<file path="config.mk">
export PLATFORM = sky130hd
export DESIGN_NAME = dpmgc_top
export DESIGN_NICKNAME = d
export VERILOG_FILES = /design/src/dpmgc_pkg.sv /design/src/dpmgc_wr_capture.sv /design/src/dpmgc_prio_lookup.sv /design/src/dpmgc_top.sv
export SDC_FILE = /design/constraint.sdc
export NUM_CORES = 1
export LEC_CHECK = 0
export BUFFER_PORTS_ARGS = -buffer_cell sky130_fd_sc_hd__buf_2
export CORE_UTILIZATION = 54
export CTS_CLUSTER_DIAMETER = 60
export CTS_CLUSTER_SIZE = 25
export DETAILED_ROUTE_END_ITERATION = 7
export GPL_TIMING_DRIVEN = 0
export HOLD_SLACK_MARGIN = 0.15
export MAX_ROUTING_LAYER = met4
export PLACE_DENSITY_LB_ADDON = 0.15
export SLEW_MARGIN = 15
export SYNTH_ARGS = -nofsm -noshare
export SYNTH_HDL_FRONTEND = slang
export SYNTH_SLANG_ARGS = --single-unit
</file>
<file path="constraint.sdc">
create_clock -name clk -period 4.6 [get_ports clk]
set_input_delay 0.92 -clock clk [delete_from_list [all_inputs] [get_ports clk]]
set_output_delay 0.92 -clock clk [all_outputs]
set_load 0.005 [all_outputs]
</file>
<file path="src/dpmgc_pkg.sv">
// dscp priority map and global control: shared offsets, field layout, reset values
// assumes a 32-bit AXI4-Lite master, one register per aligned word at four times the index
package dpmgc_pkg;

	// register indices; byte address is four times the index
	localparam logic [9:0] IDX_MAP12 = 10'h09C;
	localparam logic [9:0] IDX_MAP13 = 10'h09D;
	localparam logic [9:0] IDX_MAP14 = 10'h09E;
	localparam logic [9:0] IDX_MAP15 = 10'h09F;
	localparam logic [9:0] IDX_DRIVE = 10'h0A3;
	localparam logic [9:0] IDX_SNOOP = 10'h0A4;

	localparam int ADDR_W = 12;

	// map fields
	localparam logic [7:0] MAP_RST = 8'h00;
	localparam logic [5:0] DSCP_FIRST = 6'h30;
	localparam logic [1:0] DSCP_UPPER_TAG = 2'h3;

	// drive strength register
	localparam int IF_DRIVE_LSB = 4;
	localparam int GPIO_DRIVE_LSB = 0;
	localparam logic [2:0] IF_DRIVE_RST = 3'h6;
	localparam logic [2:0] GPIO_DRIVE_RST = 3'h2;
	localparam logic [2:0] DRIVE_CODE_RSVD = 3'h0;
	localparam logic [7:0] DRIVE_FIXED = 8'h00;

	// snooping register
	localparam int MLD_OPTION_BIT = 3;
	localparam int MLD_ENABLE_BIT = 2;
	localparam logic MLD_OPTION_RST = 1'b0;
	localparam logic MLD_ENABLE_RST = 1'b0;
	localparam logic [3:0] SNOOP_FIXED_HI = 4'h2;
	localparam logic [1:0] SNOOP_FIXED_LO = 2'h2;

	// bus answers
	localparam logic [1:0] RESP_OKAY = 2'h0;
	localparam logic [1:0] RESP_SLVERR = 2'h2;

	typedef enum logic [2:0] {
		SEL_NONE = 3'b000,
		SEL_MAP12 = 3'b001,
		SEL_MAP13 = 3'b010,
		SEL_MAP14 = 3'b011,
		SEL_MAP15 = 3'b100,
		SEL_DRIVE = 3'b101,
		SEL_SNOOP = 3'b110
	} dpmgc_sel_type;

endpackage

</file>
<file path="src/dpmgc_wr_capture.sv">
// dscp priority map and global control: AXI4-Lite write address and data capture
// assumes AXI4-Lite handshakes; the register file acknowledges a held pair with wrAck
`timescale 1ns/1ps
module dpmgc_wr_capture (
	input wire logic clk,
	input wire logic srst,
	input wire logic awValid,
	output logic awReady,
	input wire logic [dpmgc_pkg::ADDR_W-1:0] awAddr,
	input wire logic wValid,
	output logic wReady,
	input wire logic [31:0] wData,
	input wire logic [3:0] wStrb,
	output logic wrReq,
	output logic [dpmgc_pkg::ADDR_W-1:0] wrAddr,
	output logic [31:0] wrData,
	output logic [3:0] wrStrb,
	input wire logic wrAck
);

	typedef struct packed {
		logic awHeld;
		logic wHeld;
		logic [dpmgc_pkg::ADDR_W-1:0] addr;
		logic [31:0] data;
		logic [3:0] strb;
	} dpmgc_cap_type;

	dpmgc_cap_type st_ff;
	dpmgc_cap_type nxt_st;

	assign awReady = ~st_ff.awHeld;
	assign wReady = ~st_ff.wHeld;
	assign wrReq = st_ff.awHeld & st_ff.wHeld;
	assign wrAddr = st_ff.addr;
	assign wrData = st_ff.data;
	assign wrStrb = st_ff.strb;

	// address and data may arrive in either order; the pair is released together
	always_comb begin
		nxt_st = st_ff;
		if (wrAck) begin
			nxt_st.awHeld = 1'b0;
			nxt_st.wHeld = 1'b0;
		end
		if (awValid && !st_ff.awHeld) begin
			nxt_st.awHeld = 1'b1;
			nxt_st.addr = awAddr;
		end
		if (wValid && !st_ff.wHeld) begin
			nxt_st.wHeld = 1'b1;
			nxt_st.data = wData;
			nxt_st.strb = wStrb;
		end
	end

	always_ff @(posedge clk) begin
		if (srst) begin
			st_ff <= '0;
		end else begin
			st_ff <= nxt_st;
		end
	end

endmodule

</file>
<file path="src/dpmgc_prio_lookup.sv">
// dscp priority map and global control: lookup of a dscp code in the upper map entries
// assumes dscpValid and dscpCode come from logic on clk; answer follows one edge later
`timescale 1ns/1ps
module dpmgc_prio_lookup (
	input wire logic clk,
	input wire logic srst,
	input wire logic dscpValid,
	input wire logic [5:0] dscpCode,
	input wire logic [31:0] mapTable,
	output logic prioValid,
	output logic prioHit,
	output logic [1:0] prioLevel
);

	typedef struct packed {
		logic valid;
		logic hit;
		logic [1:0] level;
	} dpmgc_look_type;

	dpmgc_look_type st_ff;
	dpmgc_look_type nxt_st;

	// two-bit field of entry idx, lowest code in the lowest pair
	function automatic logic [1:0] entrySel(input logic [31:0] tbl, input logic [3:0] idx);
		logic [4:0] pos;
		pos = {idx, 1'b0};
		entrySel = tbl[pos +: 2];
	endfunction

	assign prioValid = st_ff.valid;
	assign prioHit = st_ff.hit;
	assign prioLevel = st_ff.level;

	always_comb begin
		nxt_st = st_ff;
		nxt_st.valid = dscpValid;
		if (dscpValid) begin
			// codes below the first upper entry are held elsewhere and report no hit
			nxt_st.hit = (dscpCode[5:4] == dpmgc_pkg::DSCP_UPPER_TAG);
			if (dscpCode[5:4] == dpmgc_pkg::DSCP_UPPER_TAG) begin
				nxt_st.level = entrySel(mapTable, dscpCode[3:0]);
			end else begin
				nxt_st.level = 2'h0;
			end
		end
	end

	always_ff @(posedge clk) begin
		if (srst) begin
			st_ff <= '0;
		end else begin
			st_ff <= nxt_st;
		end
	end

endmodule

</file>
<file path="src/dpmgc_top.sv">
// dscp priority map and global control: AXI4-Lite register bank and dscp lookup
// assumes one AXI4-Lite master on clk (10 MHz), synchronous active-high srst,
// and dscp lookup requests from logic on the same clock;
// software writes reserved bits back as read, and only byte lane 0 is stored
//
// Function
// - each upper dscp code selects its own two-bit priority field in the map
// - map 15 holds codes 0x3C..0x3F, 0x3C in bits 1-0, 0x3F in 7-6
// - map 13 holds codes 0x34..0x37, lowest code in the lowest bit pair
// - map 14 holds codes 0x38..0x3B, lowest code in the lowest bit pair
// - every map field resets to 00, lowest priority
// - general output drive code, bits 2-0, resets 010; 000 is reserved
// - bit 2 of the snooping register enables MLD snooping, resets 0
// - separate snooping bit enables the extra MLD option, resets 0
`timescale 1ns/1ps
module dpmgc_top (
	input wire logic clk,
	input wire logic srst,
	input wire logic s_axi_awvalid,
	output logic s_axi_awready,
	input wire logic [dpmgc_pkg::ADDR_W-1:0] s_axi_awaddr,
	input wire logic s_axi_wvalid,
	output logic s_axi_wready,
	input wire logic [31:0] s_axi_wdata,
	input wire logic [3:0] s_axi_wstrb,
	output logic s_axi_bvalid,
	input wire logic s_axi_bready,
	output logic [1:0] s_axi_bresp,
	input wire logic s_axi_arvalid,
	output logic s_axi_arready,
	input wire logic [dpmgc_pkg::ADDR_W-1:0] s_axi_araddr,
	output logic s_axi_rvalid,
	input wire logic s_axi_rready,
	output logic [31:0] s_axi_rdata,
	output logic [1:0] s_axi_rresp,
	input wire logic dscpValid,
	input wire logic [5:0] dscpCode,
	output logic prioValid,
	output logic prioHit,
	output logic [1:0] prioLevel,
	output logic [2:0] ifDriveCode,
	output logic [2:0] gpioDriveCode,
	output logic mldSnoopEnable,
	output logic mldSnoopOption
);

	typedef struct packed {
		logic [7:0] map12;
		logic [7:0] map13;
		logic [7:0] map14;
		logic [7:0] map15;
		logic [2:0] ifDrive;
		logic [2:0] gpioDrive;
		logic mldEnable;
		logic mldOption;
		logic bValid;
		logic [1:0] bResp;
		logic rValid;
		logic [31:0] rData;
		logic [1:0] rResp;
	} dpmgc_regs_type;

	dpmgc_regs_type st_ff;
	dpmgc_regs_type nxt_st;

	logic wrReq;
	logic wrAck;
	logic [dpmgc_pkg::ADDR_W-1:0] wrAddr;
	logic [31:0] wrData;
	logic [3:0] wrStrb;
	logic [31:0] mapTable;

	// word index decode shared by the read and write paths
	function automatic dpmgc_pkg::dpmgc_sel_type regSel(
		input logic [dpmgc_pkg::ADDR_W-1:0] addr
	);
		logic [9:0] idx;
		idx = addr[dpmgc_pkg::ADDR_W-1:2];
		case (idx)
			dpmgc_pkg::IDX_MAP12: begin
				regSel = dpmgc_pkg::SEL_MAP12;
			end
			dpmgc_pkg::IDX_MAP13: begin
				regSel = dpmgc_pkg::SEL_MAP13;
			end
			dpmgc_pkg::IDX_MAP14: begin
				regSel = dpmgc_pkg::SEL_MAP14;
			end
			dpmgc_pkg::IDX_MAP15: begin
				regSel = dpmgc_pkg::SEL_MAP15;
			end
			dpmgc_pkg::IDX_DRIVE: begin
				regSel = dpmgc_pkg::SEL_DRIVE;
			end
			dpmgc_pkg::IDX_SNOOP: begin
				regSel = dpmgc_pkg::SEL_SNOOP;
			end
			default: begin
				regSel = dpmgc_pkg::SEL_NONE;
			end
		endcase
	endfunction

	// answer code for a decoded access
	function automatic logic [1:0] respFor(input dpmgc_pkg::dpmgc_sel_type sel);
		if (sel == dpmgc_pkg::SEL_NONE) begin
			respFor = dpmgc_pkg::RESP_SLVERR;
		end else begin
			respFor = dpmgc_pkg::RESP_OKAY;
		end
	endfunction

	// read view of one register, reserved bits at their fixed values
	function automatic logic [7:0] readByte(
		input dpmgc_pkg::dpmgc_sel_type sel,
		input dpmgc_regs_type r
	);
		case (sel)
			dpmgc_pkg::SEL_MAP12: begin
				readByte = r.map12;
			end
			dpmgc_pkg::SEL_MAP13: begin
				readByte = r.map13;
			end
			dpmgc_pkg::SEL_MAP14: begin
				readByte = r.map14;
			end
			dpmgc_pkg::SEL_MAP15: begin
				readByte = r.map15;
			end
			dpmgc_pkg::SEL_DRIVE: begin
				readByte = dpmgc_pkg::DRIVE_FIXED;
				readByte[dpmgc_pkg::IF_DRIVE_LSB +: 3] = r.ifDrive;
				readByte[dpmgc_pkg::GPIO_DRIVE_LSB +: 3] = r.gpioDrive;
			end
			dpmgc_pkg::SEL_SNOOP: begin
				readByte = {dpmgc_pkg::SNOOP_FIXED_HI, 2'h0, dpmgc_pkg::SNOOP_FIXED_LO};
				readByte[dpmgc_pkg::MLD_OPTION_BIT] = r.mldOption;
				readByte[dpmgc_pkg::MLD_ENABLE_BIT] = r.mldEnable;
			end
			default: begin
				readByte = 8'h00;
			end
		endcase
	endfunction

	// the reserved code would leave the pins undefined; writing it to the general output field keeps the old code
	function automatic logic [2:0] driveKeep(
		input logic [2:0] oldCode,
		input logic [2:0] newCode
	);
		if (newCode == dpmgc_pkg::DRIVE_CODE_RSVD) begin
			driveKeep = oldCode;
		end else begin
			driveKeep = newCode;
		end
	endfunction

	// register contents after a byte lane 0 write to the decoded register
	function automatic dpmgc_regs_type writeReg(
		input dpmgc_pkg::dpmgc_sel_type sel,
		input logic [7:0] wb,
		input dpmgc_regs_type r
	);
		dpmgc_regs_type n;
		n = r;
		case (sel)
			dpmgc_pkg::SEL_MAP12: begin
				n.map12 = wb;
			end
			dpmgc_pkg::SEL_MAP13: begin
				n.map13 = wb;
			end
			dpmgc_pkg::SEL_MAP14: begin
				n.map14 = wb;
			end
			dpmgc_pkg::SEL_MAP15: begin
				n.map15 = wb;
			end
			dpmgc_pkg::SEL_DRIVE: begin
				// bits 7 and 3 are fixed and not stored
				n.ifDrive = wb[dpmgc_pkg::IF_DRIVE_LSB +: 3];
				n.gpioDrive = driveKeep(r.gpioDrive, wb[dpmgc_pkg::GPIO_DRIVE_LSB +: 3]);
			end
			dpmgc_pkg::SEL_SNOOP: begin
				n.mldEnable = wb[dpmgc_pkg::MLD_ENABLE_BIT];
				n.mldOption = wb[dpmgc_pkg::MLD_OPTION_BIT];
			end
			default: begin
				n.bResp = dpmgc_pkg::RESP_SLVERR;
			end
		endcase
		writeReg = n;
	endfunction

	// contents after reset: maps cleared, drive codes at their defaults, snooping off
	function automatic dpmgc_regs_type resetState();
		dpmgc_regs_type n;
		n = '0;
		n.map12 = dpmgc_pkg::MAP_RST;
		n.map13 = dpmgc_pkg::MAP_RST;
		n.map14 = dpmgc_pkg::MAP_RST;
		n.map15 = dpmgc_pkg::MAP_RST;
		n.ifDrive = dpmgc_pkg::IF_DRIVE_RST;
		n.gpioDrive = dpmgc_pkg::GPIO_DRIVE_RST;
		n.mldEnable = dpmgc_pkg::MLD_ENABLE_RST;
		n.mldOption = dpmgc_pkg::MLD_OPTION_RST;
		n.bValid = 1'b0;
		n.bResp = dpmgc_pkg::RESP_OKAY;
		n.rValid = 1'b0;
		n.rData = 32'h00000000;
		n.rResp = dpmgc_pkg::RESP_OKAY;
		resetState = n;
	endfunction

	dpmgc_wr_capture u_wr_capture (
		.clk(clk),
		.srst(srst),
		.awValid(s_axi_awvalid),
		.awReady(s_axi_awready),
		.awAddr(s_axi_awaddr),
		.wValid(s_axi_wvalid),
		.wReady(s_axi_wready),
		.wData(s_axi_wdata),
		.wStrb(s_axi_wstrb),
		.wrReq(wrReq),
		.wrAddr(wrAddr),
		.wrData(wrData),
		.wrStrb(wrStrb),
		.wrAck(wrAck)
	);

	// entry i of the upper map sits at bits 2i+1..2i
	assign mapTable = {st_ff.map15, st_ff.map14, st_ff.map13, st_ff.map12};

	dpmgc_prio_lookup u_prio_lookup (
		.clk(clk),
		.srst(srst),
		.dscpValid(dscpValid),
		.dscpCode(dscpCode),
		.mapTable(mapTable),
		.prioValid(prioValid),
		.prioHit(prioHit),
		.prioLevel(prioLevel)
	);

	// a held write is taken only once the previous response has gone
	assign wrAck = wrReq & ~st_ff.bValid;
	// one read at a time keeps rdata standing until it is taken
	assign s_axi_arready = ~st_ff.rValid;

	assign s_axi_bvalid = st_ff.bValid;
	assign s_axi_bresp = st_ff.bResp;
	assign s_axi_rvalid = st_ff.rValid;
	assign s_axi_rdata = st_ff.rData;
	assign s_axi_rresp = st_ff.rResp;
	assign ifDriveCode = st_ff.ifDrive;
	assign gpioDriveCode = st_ff.gpioDrive;
	assign mldSnoopEnable = st_ff.mldEnable;
	assign mldSnoopOption = st_ff.mldOption;

	always_comb begin
		dpmgc_pkg::dpmgc_sel_type rdSel;
		dpmgc_pkg::dpmgc_sel_type wrSel;
		logic [7:0] wrByte;
		rdSel = regSel(s_axi_araddr);
		wrSel = regSel(wrAddr);
		wrByte = wrData[7:0];
		nxt_st = st_ff;

		// read channel: one outstanding read, answered the edge after it is taken
		if (st_ff.rValid && s_axi_rready) begin
			nxt_st.rValid = 1'b0;
		end
		if (s_axi_arvalid && !st_ff.rValid) begin
			nxt_st.rValid = 1'b1;
			nxt_st.rData = {24'h000000, readByte(rdSel, st_ff)};
			nxt_st.rResp = respFor(rdSel);
		end

		// write response
		if (st_ff.bValid && s_axi_bready) begin
			nxt_st.bValid = 1'b0;
		end
		if (wrAck) begin
			nxt_st.bValid = 1'b1;
			nxt_st.bResp = respFor(wrSel);
		end

		// register update; only byte lane 0 carries register bits
		if (wrAck && wrStrb[0]) begin
			nxt_st = writeReg(wrSel, wrByte, nxt_st);
		end
	end

	always_ff @(posedge clk) begin
		if (srst) begin
			st_ff <= resetState();
		end else begin
			st_ff <= nxt_st;
		end
	end

endmodule

</file>
# Word level (Yosys, flattened, before mapping)
# Cells that the tools add are included.
# Widths: inputs -> output; s select.
[totals]
reg_bits = 105
inputBits = 74
output_inout_bits = 53
wordCells = 91
[op_classes]
eq_ne = 25
n_shift = 1
mux = 15
bitwise = 7
n_reduce_logical = 22
[op_table]
columns = ["op", "n"]
rows = [
  ["$eq 10x8->1 const B", 12],
  ["$pmux 8 s6", 1],
  ["$mux 37", 1],
  ["$pmux 3 s6", 2],
  ["$mux 35", 1],
  ["$shiftx 32x6->2", 1],
  ["$eq 3x3->1 const B", 6],
  ["$eq 3x2->1 const B", 4],
  ["$reduce_and 2->1", 6],
  ["$mux 2", 5],
  ["$logic_not 3->1", 3],
  ["$eq 3x1->1 const B", 2],
  ["$logic_and 1x1->1", 6],
  ["$reduce_or 6->1", 1],
  ["$not 1->1", 5],
  ["$mux 1", 4],
  ["$reduce_bool 2->1", 2],
  ["$logic_not 1->1", 3],
  ["$mux 3", 1],
  ["$reduce_and 3->1", 1],
  ["$and 1x1->1", 2],
  ["$eq 2x2->1 const B", 1],
]

# Logic depth before layout (Yosys ltp)
# Gate-level depths: netlist of run 1.
[logic_depth]
depth_word = 7
ltp_mapped = 8
depth_no_buf = 5

# Hierarchy
# From an unflattened synthesis of run 1, not the netlist that was laid out.
[unflattened]
cells_unflattened = 626
area_unflattened_um2 = 5950.7
[by_module_without_submodules]
columns = ["module", "instances", "cells_per_inst", "area_each_um2"]
rows = [
  ["dpmgc_wr_capture", 1, 275, 2767.7],
  ["dpmgc_top", 1, 313, 2758.9],
  ["dpmgc_prio_lookup", 1, 38, 424.2],
]

# Worst setup path before layout of run 1
# OpenSTA, ideal clock, no wires.
[synth_timing]
path_kind = "input port to flip-flop"
start = "input port dscpCode[0]"
end = "register u_prio_lookup.st_ff, in the netlist u_prio_lookup.prioLevel[0]"
setup_time_ns = 0.115
arrival_time_ns = 2.093
slack_ns = 2.392
cell_stages = 5
cell_sequence = "buf_2 -> mux4_2 -> a22oi_1 -> a31oi_1 -> o21a_1"
[synth_between]
elab_chain_len = 2
[synth_rtl]
columns = ["element", "line_no", "text"]
rows = [
  ["from (decl)", "dpmgc_top.sv:37", "input wire logic [5:0] dscpCode,"],
  ["$shiftx 32x6->2", "dpmgc_prio_lookup.sv:28", "entrySel = tbl[pos +: 2];"],
  ["$mux 2", "dpmgc_prio_lookup.sv:41", "if (dscpCode[5:4] == dpmgc_pkg::DSCP_UPPER_TAG) begin"],
  ["to (signal assigned)", "dpmgc_prio_lookup.sv:53", "st_ff <= nxt_st;"],
  ["to (decl)", "dpmgc_prio_lookup.sv:21", "dpmgc_look_type st_ff;"],
]
# No other way between the ends.
# A chain may end at the register's enable or synchronous reset.

# Final worst setup path of run 1
[layout_timing]
start = "input port s_axi_araddr[2] (netlist bit)"
end = "register st_ff, in the netlist s_axi_rdata[2]"
[layout_between]
elab_chain_len = 6
[layout_rtl]
columns = ["element", "line_no", "text"]
rows = [
  ["from (decl)", "dpmgc_top.sv:31", "input wire logic [dpmgc_pkg::ADDR_W-1:0] s_axi_araddr,"],
  ["$eq 10x8->1", "dpmgc_top.sv:79", "case (idx)"],
  ["$pmux 3 s6 *", "dpmgc_top.sv:79", ""],
  ["$eq 3x3->1, or another cell as far along", "dpmgc_top.sv:118", "case (sel)"],
  ["$pmux 8 s6 *", "dpmgc_top.sv:118", ""],
  ["$mux 35 *", "dpmgc_top.sv:275", "if (s_axi_arvalid && !st_ff.rValid) begin"],
  ["$mux 37 *", "dpmgc_top.sv:291", "if (wrAck && wrStrb[0]) begin"],
  ["to (signal assigned)", "dpmgc_top.sv:298", "st_ff <= resetState();"],
  ["to (signal assigned)", "dpmgc_top.sv:300", "st_ff <= nxt_st;"],
  ["to (decl)", "dpmgc_top.sv:63", "dpmgc_regs_type st_ff;"],
]
# Every way passes the cells marked *; elsewhere a longest branch is shown, timed or not.

==> flow_summary.ini, run 1 <==
[global_route]
top_usage_layer = met2
grt_pass1_vias = 2975
use_met1_pct = 35.6
grt_max_degree = 13
grt_antenna_before_repair = 0
grtUsageMet2_pct = 42.0
grt.overflow.total = 0
grt_use_met3_pct = 5.20
grt_usage_pct = 27.0
grt_pass1_wl_um = 14800

[cts]
cts_tree = done
cts_buffers = 9
clock_latency_ps = 340
clk_pin_slew_worst_paths_ps = 80
cts_setup_buffers = 0
cts_resized = 0
hold_buffers = 0
clock_path_buffers = 2
cts_sinks = 78
cts-root-buf = clkbuf_8
htree_levels = 3

[setup_path]
path_class = input port to register
end_kind = register
critPathLaunch = s_axi_araddr[2]
crit_path_start_kind = input port
crit_path_max_fanout = 10
reg2reg_from = u_wr_capture.st_ff[48]$_SDFFE_PP0P_
crit_arrival_ps = 2430
cp.required_ps = 4810
r2r_cells = 8

[power_and_ir_drop]
pwr-share-clk_pct = 36.9
switchingPower_mw = 0.325
p_per_area_nw_per_um2 = 295
peakVddDrop_mv = 0.183
combPwrFrac_pct = 9.6
p_sw_share_pct = 24.7
p_seq_share_pct = 53.5
leakagePower_nw = 1.94
power.internal_mw = 0.994

[floorplanning]
die_w_um = 85.5
io_pins = 127
start_util_pct = 55.8
dieArea_um2 = 7320
rows = 30
die_h_um = 85.5
coreArea_um2 = 6760

[synthesis]
yosysUniqueCellTypes = 43
async_flop_share_pct = 0
synthDominantCellAreaShare_pct = 41.4
yosys-top-cells-area = dfxtp_1 (41%), mux2i_1 (8.5%), mux4_2 (7.8%)
synth_top_cell_by_area = dfxtp_1
synth-main-ff-cell = dfxtp_1
syn_inst = 414
ys_ff_latch = 78
synth_edf_count = 0
synth_warnings = 0
syn_area_per_cell_um2 = 9.10
syn_area_um2 = 3770
yosysSeqAreaShare_pct = 41.4

[place]
io_buffers = 67
dp_hpwl_um = 6920
gp_congestion = 0.975
dp_slack_ps = 2060

[drt]
wl_um = 9100
detail-route-antenna-nets = 0
drtIter0Drc = 185
wl_per_cell_um = 15.1
drc = 0
vias = 3242
via_per_inst = 5.39
drt-pass1-iter-count = 5

[worst_hold_path]
hold_path_depth = 2
hp-class = register to register
hp-start = s_axi_rdata[2]$_SDFFE_PP0P_

[sta]
fin_tns_setup_ps = 0
timing.final.crit_share_pct = 48.3
min_period_ps = 2220
fin_ws_ps = 2380
fin_worst_hold_slack_ps = 454
fmax_mhz = 450
drv_slew = 0
finalHoldViolations = 0
setup_viol = 0
worst_pin_slew_ps = 647
maxSlewHeadroom_pct = 56.9
rsz0062_at_grt = false
fin_skew_ps = 6.39

[cells_and_area]
antennaDiodeCount = 0
layout-drive-gt1-share_pct = 25.3
multiInputGateArea_um2 = 2000
area_growth_pct = 18.8
layout_common_cells = dfxtp_1 (78), buf_2 (74), nand2_1 (70)
final_common_cell = dfxtp_1
final_util_pct = 66.3
nets = 590
area.sequential_um2 = 1560
final.fill_count = 614

[run_status]
outcome = finished clean

[job]
maxCapViolations = 0
[worst max-delay path: stages]
cell and delay (ps):
buf_2 150, clkbuf_1 450, mux4_1 400, nor2b_1 160
o21ai_0 240, a21oi_1 100
[layer usage]
| metal | up-vias | share of wire [%] | wire length [um] |
|---|---|---|---|
| met1 | 1468 | 45 | 4070 |
| met5 | - | 0 | 0 |
| met4 | 0 | 1.8 | 163 |
| met2 | 157 | 46 | 4190 |
| met3 | 14 | 7.4 | 677 |
| li1 | 1603 | - | - |
[worst paths after layout]
kind / slack [ps] / endpoint
worst min-delay path: 450 / s_axi_rdata[2]$_SDFFE_PP0P_
worst max register to register: 2690 / mapTable[31]$_SDFFE_PP0P_
worst max-delay path: 2380 / s_axi_rdata[2]$_SDFFE_PP0P_
worst min register to register: 450 / s_axi_rdata[2]$_SDFFE_PP0P_
[power groups by stage]
stage | registers (mW) | clock network (mW) | logic [mW]
2_1_floorplan | 0.716 | 0 | 0.0801
3_3_place_gp | 0.720 | 0 | 0.123
3_5_place_dp | 0.721 | 0 | 0.125
4_1_cts | 0.705 | 0.491 | 0.125
5_1_grt | 0.707 | 0.525 | 0.141
6_report | 0.706 | 0.487 | 0.126
[synthesized netlist by cell type, drive strengths merged, types with 3 or more instances]
cell type	count
nand2	70
nor2b	16
o21ai	11
mux4	14
and2	3
nor3b	4
clkbuf	11
a21oi	38
o21a	4
nand4	4
mux2i	32
nand3b	4
nand3	11
nor2	40
dfxtp	78
buf	34
a22oi	5
inv	6
[state kept, by name, summed over array words and instances (netlist names), 3 cells and up]
register,cells
gpioDriveCode,3
ifDriveCode,3
mapTable,32
s_axi_rdata,8
u_wr_capture.wrAddr,10
u_wr_capture.wrData,8
[layout make-up]
cell class / instances / share of cell area [%]
plain buffers: 45 / 6.15
clock buffers: 12 / 3.02
clock inverters: 4 / 1.06
inverters: 6 / 0.503
multi-input cells: 309 / 44.7
flip-flops and latches: 78 / 34.9
well taps: 80 / 2.24
repair buffers: 67 / 7.49
[metrics by stage]
| step | cells | cell area [um^2] | total power [mW] |
|---|---|---|---|
| floorplan | 438 | 3860 | 0.796 |
| global placement | 585 | 4290 | 0.843 |
| detailed placement | 585 | 4290 | 0.846 |
| CTS | 601 | 4480 | 1.32 |
| global route | 601 | 4480 | 1.37 |
| finish | 601 | 4480 | 1.32 |
[cell families after synthesis]
logic type | count (synthesis) | share of synthesized area (%)
AO/OA/AOI/OAI | 74 | 12.7
buffers and inverters | 51 | 7.90
flip-flops | 78 | 41.4
AND/OR/NAND/NOR | 164 | 20.8
multiplexers | 46 | 17.0
other | 1 | 0.0995
Note: power is estimated with default switching activity, not from simulation.
==> run 2, diff against run 1 <==
CORE_UTILIZATION = 50   (was 54)
clock period = 2.1 ns   (was 4.6 ns; I/O delays follow)
==> run 2 against run 1 <==
Net effect:
- cell count up 3.2%
- sequential power grew 120%
- critical path depth down 1
- non-clock buffer count unchanged
- critical path type is now register to register
- sequential cell count unchanged
- setup slack lost 2200 ps
- sequential share of layout area is 0.59 points lower
- largest cell class unchanged
- hold slack lost 210 ps
- clock-buffer cell count shrank 2
==> flow_summary.ini, run 2 (synthesized netlist as in run 1, its figures left out) <==
[floorplanning]
coreArea_um2 = 7250
die_h_um = 88.8
die_w_um = 88.8
dieArea_um2 = 7890
start_util_pct = 52.0
rows = 31
io_pins = 127

[cts]
cts_tree = done
htree_levels = 3
hold_buffers = 0
clock_latency_ps = 350
cts_sinks = 78
clock_path_buffers = 2
cts_setup_buffers = 0
cts-root-buf = clkbuf_8
cts_resized = 0
cts_buffers = 9
clk_pin_slew_worst_paths_ps = 80

[sta]
finalHoldViolations = 0
fmax_mhz = 525
setup_viol = 0
timing.final.crit_share_pct = 90.6
min_period_ps = 1900
drv_slew = 0
maxSlewHeadroom_pct = 58.1
worst_pin_slew_ps = 629
rsz0062_at_grt = false
fin_skew_ps = 9.05
fin_tns_setup_ps = 0

[setup_path]
r2r_setup_slack_ps = 200
slowest_stage = nor2_1
crit_path_max_fanout = 9
crit_path_start_kind = register
path_cells = nor2_1 -> nand4_1 -> a21oi_4 -> o21ai_0 -> a221o_1
path_class = register to register
cp.required_ps = 2350
max_stage_delay_ps = 410
end_kind = register
crit_arrival_ps = 2150

[drt]
drt-pass1-iter-count = 4
wl_um = 9170
detail-route-antenna-nets = 0
drc = 0
drtIter0Drc = 249
via_per_inst = 5.31
wl_per_cell_um = 14.8
vias = 3291

[job]
maxCapViolations = 0

[cells_and_area]
layout_common_cells = dfxtp_1 (78), buf_2 (74), nand2_1 (70)
largest_reg_flops = 32
antennaDiodeCount = 0
area_growth_pct = 20.8
final_common_cell = dfxtp_1
final.fill_count = 660
postLayoutCellArea_um2 = 4550
nets = 590
layout-drive-gt1-share_pct = 25.7

[global_route]
top_usage_layer = met2
grt.overflow.total = 0
grt_pass1_vias = 3034
grt_antenna_before_repair = 0
grt_max_degree = 14
use_met1_pct = 32.4
grt_pass1_wl_um = 14600
grt_use_met3_pct = 5.97
grt_usage_pct = 25.9
grtUsageMet2_pct = 40.1

[worst_hold_path]
hp-class = input port to register

[power_and_ir_drop]
peakVddDrop_mv = 0.343
p_per_area_nw_per_um2 = 694
leakagePower_nw = 1.97

[place]
dp_hpwl_um = 6970
dpl_cell_area_um2 = 4320
gp_congestion = 0.915
io_buffers = 67

[run_status]
outcome = finished clean
[run 2: stage by stage]
stage / hold WS, ps / setup slack [ps] / total power [mW] / instances / util (%)
finish: 248 / 197 / 3.16 / 620 / 62.8
global route: 223 / 53.9 / 3.31 / 620 / 62.8
CTS: 232 / 189 / 3.19 / 620 / 62.8
detailed placement: 446 / 31.8 / 1.85 / 604 / 59.5
global placement: 440 / 89.8 / 1.85 / 604 / 59.5
floorplan: 432 / 392 / 1.74 / 438 / -
[run 2: final cells by class]
cell class	count	area, um^2	area share (%)
repair buffers	67	335	7.36
clock buffers	10	128	2.80
well taps	99	124	2.72
inverters	6	22.5	0.495
multi-input cells	309	2000	43.9
plain buffers	45	275	6.04
clock inverters	6	109	2.39
flip-flops and latches	78	1560	34.3
[run 2: path summary, 6_finish.rpt]
kind                                       startpoint                            end  depth (start not counted)
setup / recovery  u_wr_capture.wrAddr[2]$_SDFFE_PP0P_  gpioDriveCode[1]$_SDFFE_PP1P_                          5
hold / removal                           s_axi_rready      s_axi_rvalid$_SDFFE_PP0P_                          2
setup reg to reg  u_wr_capture.wrAddr[2]$_SDFFE_PP0P_  gpioDriveCode[1]$_SDFFE_PP1P_                          5
hold reg to reg           s_axi_rdata[6]$_SDFFE_PP0P_    s_axi_rdata[6]$_SDFFE_PP0P_                          2
[run 2: layer usage]
layer / wire length [um] / part of all wire (%) / up-vias
met3: 718 / 7.8 / 23
met2: 4100 / 45 / 149
li1: - / - / 1619
met1: 4070 / 44 / 1500
met5: 0 / 0 / -
met4: 280 / 3.1 / 0
[run 2: critical path: cells and delay by family (launching register included)]
| family | cells | cell delay [ps] |
|---|---|---|
| compound gates | 3 | 810 |
| simple gates | 2 | 640 |
| flops | 1 | 360 |
[run 2: power by group]
part           internal, mW  total, mW  switching, mW
Sequential             1.51       1.54         0.0351
Clock                 0.790       1.34          0.552
Combinational         0.120      0.276          0.156
Total                  2.42       3.16          0.743
==> run 3, diff against run 2 <==
CORE_ASPECT_RATIO = 0.8   (was unset)
==> run 3 against run 2 <==
Net effect:
- setup slack lost 33 ps
- first-iteration DRC count is 2.8% higher
- non-clock buffer count unchanged
- largest power group unchanged
- combinational power about the same
- power decreased by 4.9%
- clock-buffer cell count stayed put
- via count shrank 1.0%
==> flow_summary.ini, run 3 (synthesized netlist as in run 1, its figures left out) <==
[sta]
min_period_ps = 1940
worst_pin_slew_ps = 652
maxSlewHeadroom_pct = 56.5
fin_ws_ps = 164
setup_viol = 0
finalHoldViolations = 0
fmax_mhz = 516
rsz0062_at_grt = false
drv_slew = 0
fin_skew_ps = 7.77
fin_tns_setup_ps = 0
timing.final.crit_share_pct = 92.2

[floorplanning]
io_pins = 127
start_util_pct = 53.1
coreArea_um2 = 7090
die_h_um = 79.7
dieArea_um2 = 7890
rows = 27
die_w_um = 99.1

[cells_and_area]
nets = 590
final_common_cell = dfxtp_1
final_util_pct = 63.5
largest_reg_flops = 32
layout_common_cells = dfxtp_1 (78), buf_2 (74), nand2_1 (70)
layout-drive-gt1-share_pct = 25.4
antennaDiodeCount = 0
final.fill_count = 632
area_growth_pct = 19.5

[setup_path]
cp.required_ps = 2350
crit_arrival_ps = 2180
crit_path_start_kind = register
slowest_stage = nor2_1
end_kind = register
crit_family = compound AO/OA/AOI/OAI gates
path_class = register to register
max_stage_delay_ps = 410
cp_num_buf_inv = 0
r2r_setup_slack_ps = 160
path_cells = nor2_1 -> nand4_1 -> a21oi_4 -> o21ai_0 -> a221o_1
crit_path_max_fanout = 9

[drt]
via_per_inst = 5.38
wl_um = 9380
detail-route-antenna-nets = 0
vias = 3258
drc = 0
drtIter0Drc = 256
wl_per_cell_um = 15.5
drt-pass1-iter-count = 5

[power_and_ir_drop]
p_total_mw = 3.01
power.internal_mw = 2.29
combPwrFrac_pct = 9.2
leakagePower_nw = 1.95
pwr-share-clk_pct = 39.3
p_sw_share_pct = 24.0
switchingPower_mw = 0.722
p_per_area_nw_per_um2 = 668
p_seq_share_pct = 51.5
peakVddDrop_mv = 0.469

[place]
io_buffers = 67
dp_hpwl_um = 6990
gp_congestion = 0.914
dp_slack_ps = 56.8

[worst_hold_path]
hp-class = input port to register

[global_route]
grt_pass1_vias = 2882
grt_antenna_before_repair = 0
grt_pass1_wl_um = 14700
grt_max_degree = 13
grt.overflow.total = 0
grt_usage_pct = 25.4

[cts]
cts_resized = 0
cts_buffers = 9
cts_setup_buffers = 0
clock_path_buffers = 2
cts_tree = done
cts-root-buf = clkbuf_8
clk_pin_slew_worst_paths_ps = 80
htree_levels = 3
hold_buffers = 0
cts_sinks = 78
clock_latency_ps = 350

[run_status]
outcome = finished clean

[job]
maxCapViolations = 0
## run 3: layout make-up
cell class,count,area (um^2),area share [%]
Multi-Input combinational cell,309,2000,44.4
Sequential cell,78,1560,34.7
Timing Repair Buffer,67,335,7.44
Buffer,45,275,6.11
Clock buffer,10,128,2.83
Tap cell,87,109,2.42
Clock inverter,4,73.8,1.64
Inverter,6,22.5,0.500
## run 3: path summary, 6_finish.rpt
path                                        from                       endpoint  cells after the start
max          u_wr_capture.wrAddr[2]$_SDFFE_PP0P_  gpioDriveCode[1]$_SDFFE_PP1P_                      5
max reg2reg  u_wr_capture.wrAddr[2]$_SDFFE_PP0P_  gpioDriveCode[1]$_SDFFE_PP1P_                      5
min                                 s_axi_rready      s_axi_rvalid$_SDFFE_PP0P_                      2
min reg2reg          s_axi_rdata[3]$_SDFFE_PP0P_    s_axi_rdata[3]$_SDFFE_PP0P_                      2
## run 3: metal layers
| layer | share of wire [%] | track usage [%] | routed length [um] | vias to the layer above |
|---|---|---|---|---|
| met4 | 1.5 | 8.09 | 136 | 0 |
| met2 | 43 | 37.9 | 4010 | 160 |
| met1 | 47 | 34.6 | 4370 | 1468 |
| li1 | - | - | - | 1616 |
| met3 | 9.2 | 5.25 | 863 | 14 |
| met5 | 0 | - | 0 | - |
## run 3: per-stage QoR
| stage | area [um^2] | std cells | hold slack (ps) |
|---|---|---|---|
| after detailed placement | 4300 | 592 | 440 |
| after CTS | 4500 | 606 | 245 |
| after floorplan | 3860 | 438 | 432 |
| after global routing | 4500 | 606 | 265 |
| after global placement | 4300 | 592 | 439 |
| final | 4500 | 606 | 252 |
## run 3: power groups by stage
stage / registers [mW] / clock network [mW] / logic (mW)
after floorplan: 1.57 / 0 / 0.176
final: 1.55 / 1.18 / 0.276
after detailed placement: 1.58 / 0 / 0.273
after global routing: 1.55 / 1.28 / 0.308
after global placement: 1.58 / 0 / 0.269
after CTS: 1.55 / 1.21 / 0.274
